<file path="src/shared/epmux_consts.svh">
// constants for the eight-bit port with pin multiplexing
// assumes a byte-wide register port and a 200 MHz system clock
`ifndef EPMUX_CONSTS_SVH
`define EPMUX_CONSTS_SVH

// ----------------------------------------------------------------
// register map
// ----------------------------------------------------------------
`define EPMUX_ADDR_W 16
`define EPMUX_OFS_DIR 16'hffb5
`define EPMUX_OFS_LATCH 16'hffb7
`define EPMUX_OFS_STAT 16'hffb8
`define EPMUX_RST_DIR 8'h00
`define EPMUX_RST_LATCH 8'h00
`define EPMUX_DIR_READ 8'hff
`define EPMUX_UNMAPPED_READ 8'h00

// ----------------------------------------------------------------
// pin positions
// ----------------------------------------------------------------
`define EPMUX_PIN_T0_CLK 0
`define EPMUX_PIN_T0_WAVE 1
`define EPMUX_PIN_T0_RST 2
`define EPMUX_PIN_T1_CLK 3
`define EPMUX_PIN_T1_WAVE 4
`define EPMUX_PIN_T1_RST 5
`define EPMUX_PIN_PWM0 6
`define EPMUX_PIN_PWM1 7

// ----------------------------------------------------------------
// clear select code that routes a pin to counter reset
// ----------------------------------------------------------------
`define EPMUX_CCLR_EXT 2'h3
`define EPMUX_SYNC_STAGES 2

`endif

</file>
<file path="src/shared/epmux_pkg.sv">
// types for the eight-bit port with pin multiplexing
// assumes nothing beyond the constants header
package epmux_pkg;
	// ----------------------------------------------------------------
	// what owns a pin this cycle
	// ----------------------------------------------------------------
	typedef enum logic [1:0] {
		EPMUX_OWN_GPIO,
		EPMUX_OWN_PERIPH,
		EPMUX_OWN_HOST
	} epmux_owner_t;

	typedef logic [7:0] epmux_byte_t;

	// standby/operating phase of the port
	typedef enum logic [1:0] {
		EPMUX_RUN,
		EPMUX_SW_STBY,
		EPMUX_HW_STBY
	} epmux_phase_t;
endpackage

</file>
<file path="src/epmux_sync.sv">
// two-stage synchroniser for the eight pin levels
// assumes pins are sampled by mclk; first stage feeds only the second
`timescale 1ns/10ps
`default_nettype none
`include "epmux_consts.svh"

module epmux_sync
	import epmux_pkg::*;
(
	// clock and reset
	input wire logic mclk,
	input wire logic srst,
	// pins in, synchronised out
	input wire logic [7:0] pin_raw,
	output logic [7:0] pin_sync
);
	// ----------------------------------------------------------------
	// stages
	// ----------------------------------------------------------------
	logic [7:0] meta_ff;
	logic [7:0] sync_ff;

	// first stage is read by the second stage only
	always_ff @(posedge mclk) begin
		if (srst) begin
			meta_ff <= 8'h00;
			sync_ff <= 8'h00;
		end else begin
			meta_ff <= pin_raw;
			sync_ff <= meta_ff;
		end
	end

	assign pin_sync = sync_ff;
endmodule // epmux_sync
`default_nettype wire

</file>
<file path="src/epmux_pinsel.sv">
// per-pin function selection: owner and driven value of each pin
// assumes peripheral enables are already forced off during standby
`timescale 1ns/10ps
`default_nettype none
`include "epmux_consts.svh"

module epmux_pinsel
	import epmux_pkg::*;
(
	// port state
	input wire logic [7:0] dir,
	input wire logic [7:0] latch,
	// peripheral selects, gated by the caller
	input wire logic slave_mode,
	input wire logic pwm0_oe,
	input wire logic pwm1_oe,
	input wire logic t0_wave_en,
	input wire logic t1_wave_en,
	// peripheral waveforms
	input wire logic pwm0_wave_out,
	input wire logic pwm1_wave_out,
	input wire logic timer0_compare_wave_out,
	input wire logic timer1_compare_wave_out,
	input wire logic host_irq_req_one,
	input wire logic host_irq_req_eleven,
	input wire logic host_irq_req_twelve,
	// result
	output logic [7:0] drive_en,
	output logic [7:0] drive_val
);
	// ----------------------------------------------------------------
	// pin decode
	// ----------------------------------------------------------------
	function automatic epmux_owner_t host_or_gpio(input logic d, input logic sm);
		host_or_gpio = (d && sm) ? EPMUX_OWN_HOST : EPMUX_OWN_GPIO;
	endfunction

	epmux_owner_t own [8];

	// owner of each pin
	always_comb begin
		for (int i = 0; i < 8; i++) begin
			own[i] = EPMUX_OWN_GPIO;
		end
		own[7] = pwm1_oe ? EPMUX_OWN_PERIPH : EPMUX_OWN_GPIO;
		own[6] = pwm0_oe ? EPMUX_OWN_PERIPH : EPMUX_OWN_GPIO;
		own[5] = host_or_gpio(dir[5], slave_mode);
		own[4] = t1_wave_en ? EPMUX_OWN_PERIPH : host_or_gpio(dir[4], slave_mode);
		own[3] = host_or_gpio(dir[3], slave_mode);
		own[1] = t0_wave_en ? EPMUX_OWN_PERIPH : EPMUX_OWN_GPIO;
	end

	// peripheral and host values per pin
	logic [7:0] per_val;
	logic [7:0] host_val;
	assign per_val = {pwm1_wave_out, pwm0_wave_out, 1'b0, timer1_compare_wave_out,
		2'b00, timer0_compare_wave_out, 1'b0};
	assign host_val = {2'b00, host_irq_req_twelve, host_irq_req_one, host_irq_req_eleven, 3'b000};

	// enable and value; a peripheral owner drives regardless of direction
	genvar g;
	generate
		for (g = 0; g < 8; g++) begin : g_pin
			always_comb begin
				unique case (own[g])
					EPMUX_OWN_PERIPH: begin
						drive_en[g] = 1'b1;
						drive_val[g] = per_val[g];
					end
					EPMUX_OWN_HOST: begin
						drive_en[g] = 1'b1;
						drive_val[g] = host_val[g];
					end
					EPMUX_OWN_GPIO: begin
						drive_en[g] = dir[g];
						drive_val[g] = latch[g];
					end
					default: begin
						drive_en[g] = 1'b0;
						drive_val[g] = 1'b0;
					end
				endcase
			end
		end
	endgenerate
endmodule // epmux_pinsel
`default_nettype wire

</file>
<file path="src/epmux_port.sv">
// eight-bit general-purpose port with timer, pwm and host-irq pin sharing
// assumes byte register port, pins synchronous-ish and resynchronised here,
// peripheral control fields delivered as plain inputs from their owners
`timescale 1ns/10ps
`default_nettype none
`include "epmux_consts.svh"

// Notes on behaviour
// - direction bit one drives the pin, zero makes it an input
// - direction register is write-only and reads all ones
// - reset and hardware standby clear the direction register
// - software standby keeps direction, so outputs keep driving
// - software standby returns peripheral pins to plain port control
// - read of an output pin returns the latch bit
// - read of an input pin returns the sampled pin level
// - read-back follows direction even when a peripheral owns the pin
// - latch clears on reset and hardware standby, holds in software standby
// - pin 7 carries pwm 1 wave when its enable is set
// - pin 6 carries pwm 0 wave when its enable is set
// - pin 5 input, general output, or host irq 12 in slave mode
// - pin 5 feeds timer 1 counter reset when both clear selects set
// - pin 4 carries timer 1 compare wave when output select nonzero
// - pin 3 input and timer 1 clock, output or host irq 11
// - pin 2 general, feeds timer 0 counter reset when both selects set
// - pin 1 carries timer 0 compare wave when output select nonzero
// - pin 0 general, serves as timer 0 external clock input
module epmux_port
	import epmux_pkg::*;
(
	// clock and reset
	input wire logic mclk,
	input wire logic srst,
	// standby controls
	input wire logic hw_standby,
	input wire logic sw_standby,
	// register port
	input wire logic [15:0] reg_addr,
	input wire logic [7:0] reg_wdata,
	input wire logic reg_wr,
	input wire logic reg_rd,
	output logic [7:0] reg_rdata,
	// pins: output enable low while driving
	input wire logic [7:0] pin_in,
	output logic [7:0] pin_out,
	output logic [7:0] pin_oe_n,
	// peripheral controls
	input wire logic slave_mode,
	input wire logic pwm0_oe,
	input wire logic pwm1_oe,
	input wire logic [3:0] t0_compare_output_select,
	input wire logic [3:0] t1_compare_output_select,
	input wire logic t0_counter_clear_sel_hi,
	input wire logic t0_counter_clear_sel_lo,
	input wire logic t1_counter_clear_sel_hi,
	input wire logic t1_counter_clear_sel_lo,
	input wire logic t0_ext_clock_sel,
	input wire logic t1_ext_clock_sel,
	// peripheral waveforms
	input wire logic pwm0_wave_out,
	input wire logic pwm1_wave_out,
	input wire logic timer0_compare_wave_out,
	input wire logic timer1_compare_wave_out,
	input wire logic host_irq_req_one,
	input wire logic host_irq_req_eleven,
	input wire logic host_irq_req_twelve,
	// timer inputs taken from pins
	output logic timer0_ext_clock_in,
	output logic timer1_ext_clock_in,
	output logic timer0_counter_reset_in,
	output logic timer1_counter_reset_in
);
	// ----------------------------------------------------------------
	// state
	// ----------------------------------------------------------------
	epmux_byte_t dir_ff;
	epmux_byte_t latch_ff;
	epmux_phase_t phase_ff;
	epmux_phase_t nxt_phase;
	logic [7:0] pin_sync;
	logic [7:0] drive_en;
	logic [7:0] drive_val;
	logic wr_dir;
	logic wr_latch;
	logic periph_ok;
	epmux_byte_t readback;

	// address decode of a register hit
	function automatic logic hit(input logic [15:0] a, input logic [15:0] ofs);
		hit = (a == ofs);
	endfunction

	assign wr_dir = reg_wr && hit(reg_addr, `EPMUX_OFS_DIR);
	assign wr_latch = reg_wr && hit(reg_addr, `EPMUX_OFS_LATCH);

	// ----------------------------------------------------------------
	// standby phase
	// ----------------------------------------------------------------
	// hardware standby outranks software standby
	always_comb begin
		if (hw_standby) begin
			nxt_phase = EPMUX_HW_STBY;
		end else if (sw_standby) begin
			nxt_phase = EPMUX_SW_STBY;
		end else begin
			nxt_phase = EPMUX_RUN;
		end
	end

	always_ff @(posedge mclk) begin
		if (srst) begin
			phase_ff <= EPMUX_RUN;
		end else begin
			phase_ff <= nxt_phase;
		end
	end

	// peripherals are reinitialised in either standby, so they lose their pins
	assign periph_ok = (phase_ff == EPMUX_RUN) && !sw_standby && !hw_standby;

	// ----------------------------------------------------------------
	// registers
	// ----------------------------------------------------------------
	// direction: cleared by reset or hardware standby, held in software standby
	always_ff @(posedge mclk) begin
		if (srst || hw_standby) begin
			dir_ff <= `EPMUX_RST_DIR;
		end else if (wr_dir && !sw_standby) begin
			dir_ff <= reg_wdata;
		end
	end

	// output latch: same reset and standby behaviour
	always_ff @(posedge mclk) begin
		if (srst || hw_standby) begin
			latch_ff <= `EPMUX_RST_LATCH;
		end else if (wr_latch && !sw_standby) begin
			latch_ff <= reg_wdata;
		end
	end

	// ----------------------------------------------------------------
	// read path
	// ----------------------------------------------------------------
	// per-bit select by direction only, whoever owns the pin
	assign readback = (dir_ff & latch_ff) | (~dir_ff & pin_sync);

	// read data stand for exactly the cycle after the strobe
	always_ff @(posedge mclk) begin
		if (srst) begin
			reg_rdata <= 8'h00;
		end else if (reg_rd) begin
			if (hit(reg_addr, `EPMUX_OFS_DIR)) begin
				reg_rdata <= `EPMUX_DIR_READ;
			end else if (hit(reg_addr, `EPMUX_OFS_LATCH)) begin
				reg_rdata <= readback;
			end else if (hit(reg_addr, `EPMUX_OFS_STAT)) begin
				reg_rdata <= ~pin_oe_n; // live drive state, for debug
			end else begin
				reg_rdata <= `EPMUX_UNMAPPED_READ;
			end
		end else begin
			reg_rdata <= 8'h00;
		end
	end

	// ----------------------------------------------------------------
	// synchroniser and pin selection
	// ----------------------------------------------------------------
	epmux_sync u_sync (
		.mclk(mclk),
		.srst(srst),
		.pin_raw(pin_in),
		.pin_sync(pin_sync)
	);

	epmux_pinsel u_sel (
		.dir(dir_ff),
		.latch(latch_ff),
		.slave_mode(slave_mode && periph_ok),
		.pwm0_oe(pwm0_oe && periph_ok),
		.pwm1_oe(pwm1_oe && periph_ok),
		.t0_wave_en((|t0_compare_output_select) && periph_ok),
		.t1_wave_en((|t1_compare_output_select) && periph_ok),
		.pwm0_wave_out(pwm0_wave_out),
		.pwm1_wave_out(pwm1_wave_out),
		.timer0_compare_wave_out(timer0_compare_wave_out),
		.timer1_compare_wave_out(timer1_compare_wave_out),
		.host_irq_req_one(host_irq_req_one),
		.host_irq_req_eleven(host_irq_req_eleven),
		.host_irq_req_twelve(host_irq_req_twelve),
		.drive_en(drive_en),
		.drive_val(drive_val)
	);

	// pin outputs registered; enable is low while driving
	always_ff @(posedge mclk) begin
		if (srst) begin
			pin_out <= 8'h00;
			pin_oe_n <= 8'hff;
		end else begin
			pin_out <= drive_val;
			pin_oe_n <= ~drive_en;
		end
	end

	// ----------------------------------------------------------------
	// timer inputs from pins
	// ----------------------------------------------------------------
	// gated copies so a timer sees no stray edges when the pin is not its own
	always_ff @(posedge mclk) begin
		if (srst) begin
			timer0_ext_clock_in <= 1'b0;
			timer1_ext_clock_in <= 1'b0;
			timer0_counter_reset_in <= 1'b0;
			timer1_counter_reset_in <= 1'b0;
		end else begin
			timer0_ext_clock_in <= t0_ext_clock_sel && pin_sync[`EPMUX_PIN_T0_CLK];
			timer1_ext_clock_in <= t1_ext_clock_sel && pin_sync[`EPMUX_PIN_T1_CLK];
			timer0_counter_reset_in <= ({t0_counter_clear_sel_hi, t0_counter_clear_sel_lo}
				== `EPMUX_CCLR_EXT) && pin_sync[`EPMUX_PIN_T0_RST];
			timer1_counter_reset_in <= ({t1_counter_clear_sel_hi, t1_counter_clear_sel_lo}
				== `EPMUX_CCLR_EXT) && pin_sync[`EPMUX_PIN_T1_RST];
		end
	end
endmodule // epmux_port
`default_nettype wire

</file>
<file path="config.mk">
export PLATFORM = sky130hd
export DESIGN_NAME = epmux_port
export DESIGN_NICKNAME = d
export VERILOG_FILES = /design/src/shared/epmux_pkg.sv /design/src/epmux_sync.sv /design/src/epmux_pinsel.sv /design/src/epmux_port.sv
export VERILOG_INCLUDE_DIRS = /design/src /design/src/shared
export SDC_FILE = /design/constraint.sdc
export NUM_CORES = 1
export LEC_CHECK = 0
export CORE_MARGIN = 1.5
export CORE_UTILIZATION = 30
export CTS_CLUSTER_DIAMETER = 120
export DETAILED_ROUTE_END_ITERATION = 10
export DONT_BUFFER_PORTS = 1
export MAX_ROUTING_LAYER = met4
export PLACE_DENSITY = 0.4
export SLEW_MARGIN = 20
export SYNTH_ARGS = -nofsm -noshare
export SYNTH_HDL_FRONTEND = slang
export SYNTH_SLANG_ARGS = --single-unit
</file>
<file path="constraint.sdc">
create_clock -name mclk -period 3.15 [get_ports mclk]
set_input_delay 0.63 -clock mclk [delete_from_list [all_inputs] [get_ports mclk]]
set_output_delay 0.63 -clock mclk [all_outputs]
set_load 0.1 [all_outputs]
</file>
Word-level counts from Yosys, hierarchy flattened
Index checks and enable logic that the tools add are counted.

Input port bits: 62. Register bits after elaboration: 62. Output and inout port bits: 28. Logic and storage cells: 99.

Equality and inequality tests: 17. Bitwise logic cells: 7. Mux-type cells: 24. Reductions and logical operators: 38.

Operators by type and width (number): $eq A16 B16 Y1 const B (3); $mux W8 (3); $not A8 Y8 (3); $pmux W1 S2 (11); $logic_and A1 B1 Y1 (18); $and A8 B8 Y8 (2); $eq A2 B2 Y1 const B (8); $reduce_or A2 Y1 (8); $logic_not A2 Y1 (7); $eq A2 B1 Y1 const B (6); $mux W2 (5); $or A8 B8 Y8 (1); $reduce_or A4 Y1 (2); $mux W1 (4); $pmux W1 S3 (1); $logic_not A1 Y1 (2); $logic_or A1 B1 Y1 (1); $not A1 Y1 (1).

Logic depth before layout (Yosys ltp)
Gate-level depths: netlist (run 1).

Depth after elaboration: 11. Depth in mapped cells: 5. Gate-level depth less buffers: 4.

Modules after synthesis
From an unflattened synthesis (run 1), not the netlist that was laid out.

Cell total of the unflattened synthesis: 218. Area, all modules: 2316.0 um^2.

By module, submodules not included: epmux_port (cells an instance 164, area each 1696.6 um^2, sequential area each 920.9 um^2, times used 1); epmux_sync (cells an instance 33, area each 464.2 um^2, sequential area each 320.3 um^2, times used 1); epmux_pinsel (cells an instance 21, area each 155.1 um^2, sequential area each 0.0 um^2, times used 1).

Least setup slack after synthesis (run 1)
No wires, ideal clock.

Path type: input port to flip-flop. From: input reg_addr[6]. To: register dir_ff[0]. Arrival: 1.910 ns. Buffers on the path: 0. Stages: 4. Slack: 1.168 ns. Setup time: 0.072 ns. Data required time: 3.078 ns. Cell sequence: nand4b_4 or4_4 nor3_4 mux2i_1.

Longest elaborated chain between the ends: 3.

Ends and longest elaborated chain: from (decl) (RTL line epmux_port.sv:37) `input wire logic [15:0] reg_addr,`; $eq A16 B16 Y1 (RTL line epmux_port.sv:89) `hit = (a == ofs);`; $logic_and A1 B1 Y1 (RTL line epmux_port.sv:92) `` assign wr_dir = reg_wr && hit(reg_addr, `EPMUX_OFS_DIR); ``; $logic_and A1 B1 Y1 (RTL line epmux_port.sv:127) `end else if (wr_dir && !sw_standby) begin`; to (signal assigned) (RTL line epmux_port.sv:126) `` dir_ff <= `EPMUX_RST_DIR; ``; to (signal assigned) (RTL line epmux_port.sv:128) `dir_ff <= reg_wdata;`; to (decl) (RTL line epmux_port.sv:75) `epmux_byte_t dir_ff;`.

Every way passes these cells. A chain may end at the register's enable or synchronous reset.

Worst setup path after layout (run 1)
From: input reg_addr[6]. To: register reg_rdata[0].

Longest elaborated chain between the ends: 4. Elaborated cells between the ends (all ways): 6. Those cells by class: eq/ne: 3; mux: 3.

Ends and longest elaborated chain: $eq A16 B16 Y1 (RTL line epmux_port.sv:89); $mux W8 (RTL line epmux_port.sv:156) `` end else if (hit(reg_addr, `EPMUX_OFS_STAT)) begin ``; $mux W8 (RTL line epmux_port.sv:154) `` end else if (hit(reg_addr, `EPMUX_OFS_LATCH)) begin ``; $mux W8 * (RTL line epmux_port.sv:152) `` if (hit(reg_addr, `EPMUX_OFS_DIR)) begin ``; to (signal assigned) (RTL line epmux_port.sv:153) `` reg_rdata <= `EPMUX_DIR_READ; ``; to (signal assigned) (RTL line epmux_port.sv:155) `reg_rdata <= readback;`; to (signal assigned) (RTL line epmux_port.sv:157) `reg_rdata <= ~pin_oe_n;`; to (decl) (RTL line epmux_port.sv:41) `output logic [7:0] reg_rdata,`.

Mark *: on every way between the ends. The rest lies on a longest branch, timed or not.

==> out/summary.txt, run 1 <==
Vias in the first global route: 1578
Final hold vios: 0
Register area: 0.00124 sq mm
CP Cell Sequence: nand4b_4 > nor4b_1 > nand4_1 > o221ai_1
Post-Synth Simple-Gate Area: 23.2%
Capturing point of the worst reg2reg path: pin_out[4]
Max-Cap Viols: 0
Distinct cells, synth: 31
Sink Count: 62
Overall power: 1.45 mW
Seq cells post-synth: 62
EDFF count, synth: 0
Metal-1 WL: 2260 um
Die Area: 0.00790 sq mm
FILL cells: 745
Reg2Reg Setup Slack: 1.67 ns
Final setup viols: 0
Count leader, synth: dfxtp_1
XOR/XNOR Fraction of Synth Area: 0%
Max-slew violation count: 0
Mapped Cells: 217
Largest area contributor in the netlist: dfxtp_1
Area grow syn2layout: 12.6%
Root Buffer Master: clkbuf_8
Avg Inst Size Synth: 10.2 sq um
Top_reg_cell synth: dfxtp_1
Via density: 4.83
R2R depth: 5
Syn nets: 279
Hold buffer count at cts: 0
Post-route setup TNS: 0 ns
Wirelength per Cell: 16.3 um
Drt total wl: 5290 um
Fraction of layout cells with a size suffix above 1: 10.6%
Hold WC Path Type: in2reg
Antenna cells: 0
CP startpoint kind: input port
CP endpoint kind: flop
Initial DRC count: 52
Register area share after synthesis: 56.1%
Post-synthesis adder-cell area fraction: 0%
Main combinational cell family by area after synthesis: simple AND/OR/NAND/NOR gates
Final worst path period share: 62.4%
Netlist Area Pre-Place: 0.00221 sq mm
Hold Path Sink: phase_ff[1]
CP Class: in2reg
Req. time, crit path: 3.38 ns
First-pass GRT wire length: 8070 um
Multi-input gate area: 936 sq um
Placed cell area: 0.00232 sq mm
Final Skew: 0.00464 ns
Starting Density: 30.8%
Chip width: 88.9 um
CTS tree: yes
Antenna-violating nets left: 0
R2R Path Start: phase_ff[1]
Layout net count: 283
Status: complete, no violations
# rows: 31
Highest Clock Rate: 509 MHz
H-tree Lvls: 3
Synth cell count leaders: dfxtp_1 (62), nand2_1 (24), mux2i_1 (19), nor2b_1 (19), nand3_1 (14)
Vias: 1571
Grt ovf: 0
Clk buf depth: 2
1st-pass router iterations: 4
Hold path depth: 1
Top-Level Pins: 90
VDD IR-drop max: 0.000210 V
Clock latency on the worst-skew pair: 0.33 ns
DRC Markers: 0
Mux contribution to synthesized area: 8.60%
Synth top area share: 56.1%
Clock buffer count from CTS: 9
Chip height: 88.9 um
Synth top area cells: dfxtp_1 (56%), mux2i_1 (8.6%), nor2b_1 (5.4%)
Yosys Warn Count: 0
Final Util: 34.7%
Pwr per Cell Area: 584 mW/mm^2
Routed wire length on met2: 2570 um
Slowest stage delay, CP: 0.57 ns
Core area: 0.00718 sq mm
Synth Area in Compound Gates: 10.2%
Pleak: 0.839 nW
Clock transition at path regs: 0.07 ns
Met3 WL: 355 um
Slowest CP cell: nand4_1
Final Instance Area: 0.00249 sq mm
Port bufs: 0
GRT Util Overall: 14.9%
Crit-path max FO: 8
Setup bufs post-CTS: 0
CP arrival: 2.20 ns
Rel. slew slack: 34.4%
Tmin final: 1.97 ns
Largest net degree at the start of global routing: 42
Highest metal used: met4
Placer congestion estimate: 0.768
Hold path startpoint: srst
Post-DP HPWL: 3640 um
RSZ-0062 raised after global routing: false
Post-synthesis async set-or-reset flop share: 0%
Initial antenna violation count: 0
Worst-Margin Slew: 0.981 ns
# resized after CTS: 0
-- cell type report --
type / instances / share of cell area (%)
repair buffers: 2 / 0.603
inverters: 2 / 0.301
flip-flops and latches: 62 / 49.8
well taps: 99 / 4.97
clock buffers: 12 / 5.83
clock inverters: 4 / 0.904
multi-input cells: 144 / 37.6
-- cells by family after synthesis --
family / count (synthesis)
AO/OA/AOI/OAI: 34
buffers and inverters: 11
flip-flops: 62
multiplexers: 19
AND/OR/NAND/NOR: 91
-- routing by layer --
| metal | global-route usage (%) | up-vias |
|---|---|---|
| li1 | - | 775 |
| met1 | 15.8 | 730 |
| met2 | 24.9 | 56 |
| met3 | 4.66 | 10 |
| met4 | 7.24 | 0 |
| met5 | - | - |
-- power breakdown --
group | switching [mW] | internal [mW]
Sequential | 0.0282 | 0.798
Clock | 0.288 | 0.303
Combinational | 0.0183 | 0.0184
Total | 0.335 | 1.12
-- critical path, delay by kind of cell --
family          cells  cell delay (ns)
simple gates        3             1.16
compound gates      1             0.40
-- stage by stage --
stage | hold WS, ns | worst slack [ns] | instances
after floorplan | 0.397 | 1.17 | 217
final | 0.369 | 1.18 | 325
after detailed placement | 0.422 | 0.825 | 309
after global placement | 0.420 | 0.924 | 309
after CTS | 0.352 | 1.15 | 325
after global routing | 0.348 | 0.964 | 325
-- registers in the layout, indices dropped and copies added (netlist names) --
register and flops:
dir_ff 8, latch_ff 8, phase_ff 2, pin_oe_n 8, pin_out 8, reg_rdata 8
timer0_counter_reset_in 1, timer0_ext_clock_in 1, timer1_counter_reset_in 1, timer1_ext_clock_in 1, u_sync.meta_ff 8, u_sync.pin_sync 8
-- cell usage in the layout, fill, tap and decap left out --
master / n
dfxtp_1: 62
nand3b_1: 1
inv_1: 2
a221oi_1: 1
or4_4: 1
a21oi_1: 12
o21ai_0: 8
clkbuf_1: 2
nor3_1: 1
a41oi_1: 1
clkinvlp_4: 1
mux2i_1: 19
and4b_1: 2
nor4b_1: 1
and2_1: 1
nand3_1: 14
clkbuf_8: 10
nor4_1: 1
or2_2: 3
nor3b_1: 1
nand2_1: 24
nor4_2: 1
o221ai_1: 8
nand4_1: 3
nand4b_4: 1
nor3_4: 1
o41a_1: 2
or3_1: 1
nor2b_1: 19
nand2b_1: 5
buf_4: 2
o21bai_1: 2
nor2_1: 9
clkinv_2: 3
or3_2: 1
-- worst max-delay path by stage --
stage | startpoint | to | cells past startpoint
6_report | reg_addr[6] | reg_rdata[0] | 4
5_1_grt | reg_addr[6] | reg_rdata[3] | 4
4_1_cts | reg_addr[6] | reg_rdata[0] | 4
3_5_place_dp | reg_addr[6] | reg_rdata[0] | 4
3_3_place_gp | reg_addr[6] | reg_rdata[0] | 4
2_1_floorplan | reg_addr[6] | dir_ff[0] | 4
No activity file was read; power rests on OpenSTA's default activity.
==> run 2, diff against run 1 <==
Settings changed: PLACE_DENSITY 0.4 to 0.41.
Clock period 3.15 ns to 1.59 ns, I/O delays scaled along.
==> out/summary.txt, run 2 (synthesis gave the netlist of run 1 again) <==
Clk buf depth: 2
Final Util: 39.6%
Inst Count DP: 349
Overall power: 3.02 mW
Crit-path leading delay family: simple AND/OR/NAND/NOR gates
Worst-Margin Slew: 0.399 ns
RSZ-0062 raised after global routing: false
Final Non-Filler Cells: 368
H-tree Lvls: 3
Pwr per Cell Area: 1060 mW/mm^2
Slowest stage delay, CP: 0.31 ns
Via density: 4.74
Fraction of layout cells with a size suffix above 1: 24.9%
DRC Markers: 0
Final Skew: 0.00731 ns
Register area: 0.00124 sq mm
Highest Clock Rate: 685 MHz
# rows: 31
Wirelength per Cell: 15.0 um
CTS tree: yes
CP Cell Sequence: nor4_2 > buf_4 > buf_4 > o41a_1 > mux2i_1 > nor2_1
VDD IR-drop max: 0.000527 V
Max-slew violation count: 0
Cell mode on critical path: buf_4
1st-pass router iterations: 4
Crit-path max FO: 5
Layout net count: 326
Antenna cells: 0
Hold buffer count at cts: 0
Placer congestion estimate: 0.741
Final worst path period share: 91.8%
Root Buffer Master: clkbuf_8
Final setup viols: 0
Most frequent cells in the layout: dfxtp_1 (62), buf_4 (44), nand2_1 (24), mux2i_1 (19), nor2b_1 (19)
Vias in the first global route: 1715
Chip height: 88.9 um
Commonest non-fill, non-tap cell in the layout: dfxtp_1
Pleak: 1.07 nW
Rel. slew slack: 73.0%
Clock transition at path regs: 0.07 ns
Chip width: 88.9 um
Initial DRC count: 79
First-pass GRT wire length: 8450 um
FILL cells: 731
# resized after CTS: 0
Initial antenna violation count: 0
GRT Util Overall: 15.4%
Final hold vios: 0
Clock latency on the worst-skew pair: 0.33 ns
Die Area: 0.00790 sq mm
Port bufs: 0
Antenna-violating nets left: 0
Drt total wl: 5500 um
CP Class: reg2reg
Slowest CP cell: dfxtp_1
Core area: 0.00718 sq mm
CP arrival: 1.69 ns
Post-DP HPWL: 3740 um
Req. time, crit path: 1.82 ns
Status: complete, no violations
Tmin final: 1.46 ns
CP endpoint kind: flop
CP startpoint kind: flop
Vias: 1745
Area grow syn2layout: 28.4%
Hold WC Path Type: in2reg
Sink Count: 62
Largest net degree at the start of global routing: 42
Grt ovf: 0
Worst Path Buf+Inv: 2
Max-Cap Viols: 0
Starting Density: 30.8%
Top-Level Pins: 90
Multi-input gate area: 936 sq um
Clock buffer count from CTS: 9
==> run 2: stage by stage <==
stage | TNS [ns] | worst slack [ns] | hold slack, ns | instance area, sq um
final | 0 | 0.131 | 0.0531 | 2840
after global routing | 0 | 0.0203 | 0.0303 | 2840
after CTS | 0 | 0.147 | 0.0345 | 2820
after detailed placement | -0.173 | -0.0483 | 0.394 | 2640
after global placement | -0.00688 | -0.00441 | 0.393 | 2640
after floorplan | -0.637 | -0.0796 | 0.397 | 2210
==> run 2: final cells by class <==
type | count | share of cell area [%]
flip-flops and latches | 62 | 43.7
well taps | 99 | 4.36
repair buffers | 45 | 12.3
multi-input cells | 144 | 33.0
inverters | 2 | 0.264
clock inverters | 5 | 1.76
clock buffers | 11 | 4.63
==> run 2: routing by layer <==
metal  GRT usage, %  vias up  wire length (um)
li1               -      858                 -
met1           17.5      826              2460
met2           24.3       53              2580
met3           5.32        8               374
met4           7.24        0                91
met5              -        -                 0
==> run 2: worst paths after layout <==
check                            startpoint     endpoint  slack (ns)  cells after the start
worst min-delay path                   srst  phase_ff[1]        0.05                      1
worst max register to register  phase_ff[1]   pin_out[1]        0.13                      6
worst max-delay path            phase_ff[1]   pin_out[1]        0.13                      6
worst min register to register    dir_ff[0]  pin_oe_n[0]        0.43                      1
==> run 2: power breakdown <==
group	switching, mW	total [mW]	leakage [nW]	internal (mW)
logic	0.0875	0.144	0.465	0.0561
registers	0.00878	1.59	0.504	1.58
clock network	0.576	1.29	0.0968	0.714
total	0.673	3.02	1.07	2.35
==> run 2: repair_timing <==
item | in CTS | in global routing
endpoints found under the setup margin | 0 | 1
buffers inserted | 0 | 3
hold endpoints to repair | 0 | 0
==> run 3, diff against run 2 <==
Settings changed: SYNTH_HIERARCHICAL set to 1.
==> out/summary.txt, run 3 <==
Slowest stage delay, CP: 0.33 ns
CP endpoint kind: flop
Antenna cells: 0
Layout net count: 308
Mux contribution to synthesized area: 5.89%
Clock Power Share: 39.9%
Post-synthesis async set-or-reset flop share: 0%
Max-Cap Viols: 0
CTS tree: yes
Distinct cells, synth: 32
Chip height: 90.9 um
Starting Density: 31.4%
R2R depth: 5
Main combinational cell family by area after synthesis: simple AND/OR/NAND/NOR gates
Fraction of layout cells with a size suffix above 1: 28.5%
Max-slew violation count: 0
Sw Share: 22.9%
CP Cell Sequence: nor4_2 > buf_4 > and2_1 > mux2_2 > nor2b_1
Req. time, crit path: 1.81 ns
Highest Clock Rate: 703 MHz
Initial DRC count: 81
Synth Area in Compound Gates: 11.6%
VDD IR-drop max: 0.000453 V
Seq cells post-synth: 62
H-tree Lvls: 3
Largest area contributor in the netlist: dfxtp_1
Chip width: 90.9 um
Largest net degree at the start of global routing: 41
Worst-Margin Slew: 0.424 ns
Status: complete, no violations
Netlist Area Pre-Place: 0.00232 sq mm
Reg2Reg Setup Slack: 0.17 ns
Via density: 4.99
Synth top area share: 53.6%
Yosys Warn Count: 6
First-pass GRT wire length: 9020 um
Grt ovf: 0
Port bufs: 0
Area grow syn2layout: 18.7%
Final worst path period share: 89.5%
Root Buffer Master: clkbuf_8
EDFF count, synth: 0
Clk buf depth: 2
Vias in the first global route: 1756
Most frequent cells in the layout: dfxtp_1 (62), buf_4 (32), nand3_1 (18), o21ai_0 (16), a21oi_1 (16)
Register area share after synthesis: 53.6%
Avg Inst Size Synth: 10.6 sq um
Core area: 0.00737 sq mm
Cell internal pwr: 2.22 mW
Antenna-violating nets left: 0
Overall power: 2.88 mW
Net Switching: 660 uW
Mapped Cells: 218
Clock transition at path regs: 0.06 ns
Synth cell count leaders: dfxtp_1 (62), nand3_1 (18), a21oi_1 (16), o21ai_0 (16), nor2b_1 (12)
R2R Path Start: phase_ff[1]
Hold Path Sink: u_sync/meta_ff[0]
Crit-path leading delay family: simple AND/OR/NAND/NOR gates
Syn nets: 280
Post-synthesis adder-cell area fraction: 0%
CP arrival: 1.65 ns
Logic pwr share: 5.0%
1st-pass router iterations: 4
Pwr per Cell Area: 1050 mW/mm^2
CP Class: reg2reg
Count leader, synth: dfxtp_1
RSZ-0062 raised after global routing: false
Top-Level Pins: 90
Synth top area cells: dfxtp_1 (54%), nand3_1 (3.9%), a21oi_1 (3.5%)
Hold path startpoint: srst
Commonest non-fill, non-tap cell in the layout: dfxtp_1
Top_reg_cell synth: dfxtp_1
Slowest CP cell: mux2_2
Wirelength per Cell: 16.4 um
Capturing point of the worst reg2reg path: pin_out[7]
Sink Count: 62
Vias: 1735
CP startpoint kind: flop
Rel. slew slack: 71.7%
Die Area: 0.00826 sq mm
Clock latency on the worst-skew pair: 0.33 ns
Drt total wl: 5720 um
Hold path depth: 1
Part of the power in registers: 55.2%
Clock buffer count from CTS: 9
Crit-path max FO: 5
XOR/XNOR Fraction of Synth Area: 0%
# rows: 31
Final Skew: 0.0128 ns
Initial antenna violation count: 0
DRC Markers: 0
Final hold slack: 0.0504 ns
Pleak: 1.06 nW
Placer congestion estimate: 0.739
GRT Util Overall: 15.0%
Worst Path Buf+Inv: 1
Hold WC Path Type: in2reg
Tmin final: 1.42 ns
Final setup viols: 0
Post-route setup TNS: 0 ns
Setup bufs post-CTS: 0
Final hold vios: 0
Post-DP HPWL: 4140 um
Post-Synth Simple-Gate Area: 24.7%
run 3: repair_timing:
action                     in CTS  in global routing
hold buffers                    0                  0
gates resized for setup         0                  2
setup endpoints to repair       0                  6
run 3: worst reg2reg max path: cells and delay by family (launching register included):
kind / cells / cell delay [ns]
buffers and inverters: 1 / 0.19
flip-flops: 1 / 0.31
AND/OR/NAND/NOR: 3 / 0.50
multiplexers: 1 / 0.33
run 3: metrics by stage:
step | instances | cell area [sq um] | util (%) | worst slack (ns)
final | 348 | 2750 | 37.3 | 0.167
after global routing | 348 | 2750 | 37.3 | 0.0366
after CTS | 348 | 2740 | 37.2 | 0.0945
after detailed placement | 334 | 2590 | 35.1 | 0.0254
after global placement | 334 | 2590 | 35.1 | 0.0426
after floorplan | 218 | 2320 | - | 0.0309
run 3: cell families after synthesis:
group,count (synthesis)
AOI/OAI and AO/OA,44
buffers and inverters,16
DFF,62
muxes,13
and+or+nand+nor,83
run 3: routing by layer:
metal | up-vias | global-route usage, % | share of wire [%]
li1 | 827 | - | -
met1 | 822 | 18.6 | 44
met2 | 72 | 21.3 | 47
met3 | 14 | 4.71 | 6.9
met4 | 0 | 8.33 | 2.3
met5 | - | - | 0
run 3: worst max-delay path by stage:
stage          slack (ns)         end  cells past startpoint   startpoint
2_1_floorplan        0.03  pin_out[1]                      4   sw_standby
4_1_cts              0.09  pin_out[4]                      6  phase_ff[1]
3_5_place_dp         0.03  pin_out[5]                      6   sw_standby
3_3_place_gp         0.04  pin_out[5]                      6   sw_standby
5_1_grt              0.04  pin_out[1]                      5  phase_ff[1]
6_report             0.17  pin_out[7]                      5  phase_ff[1]
run 3: power groups by stage:
stage               clock [mW]  sequential (mW)  combinational (mW)
finish                    1.15             1.59               0.144
floorplan                    0             1.67              0.0790
CTS                       1.19             1.59               0.143
global route              1.27             1.59               0.153
global placement             0             1.62               0.141
detailed placement           0             1.63               0.143
run 3: cell type report:
type	instances	area, sq um
sequential	62	1240
fill	760	4620
clock inverter	2	10.0
tap	99	124
multi-input combinational	140	986
timing repair buffer	32	240
inverter	1	3.75
clock buffer	12	145
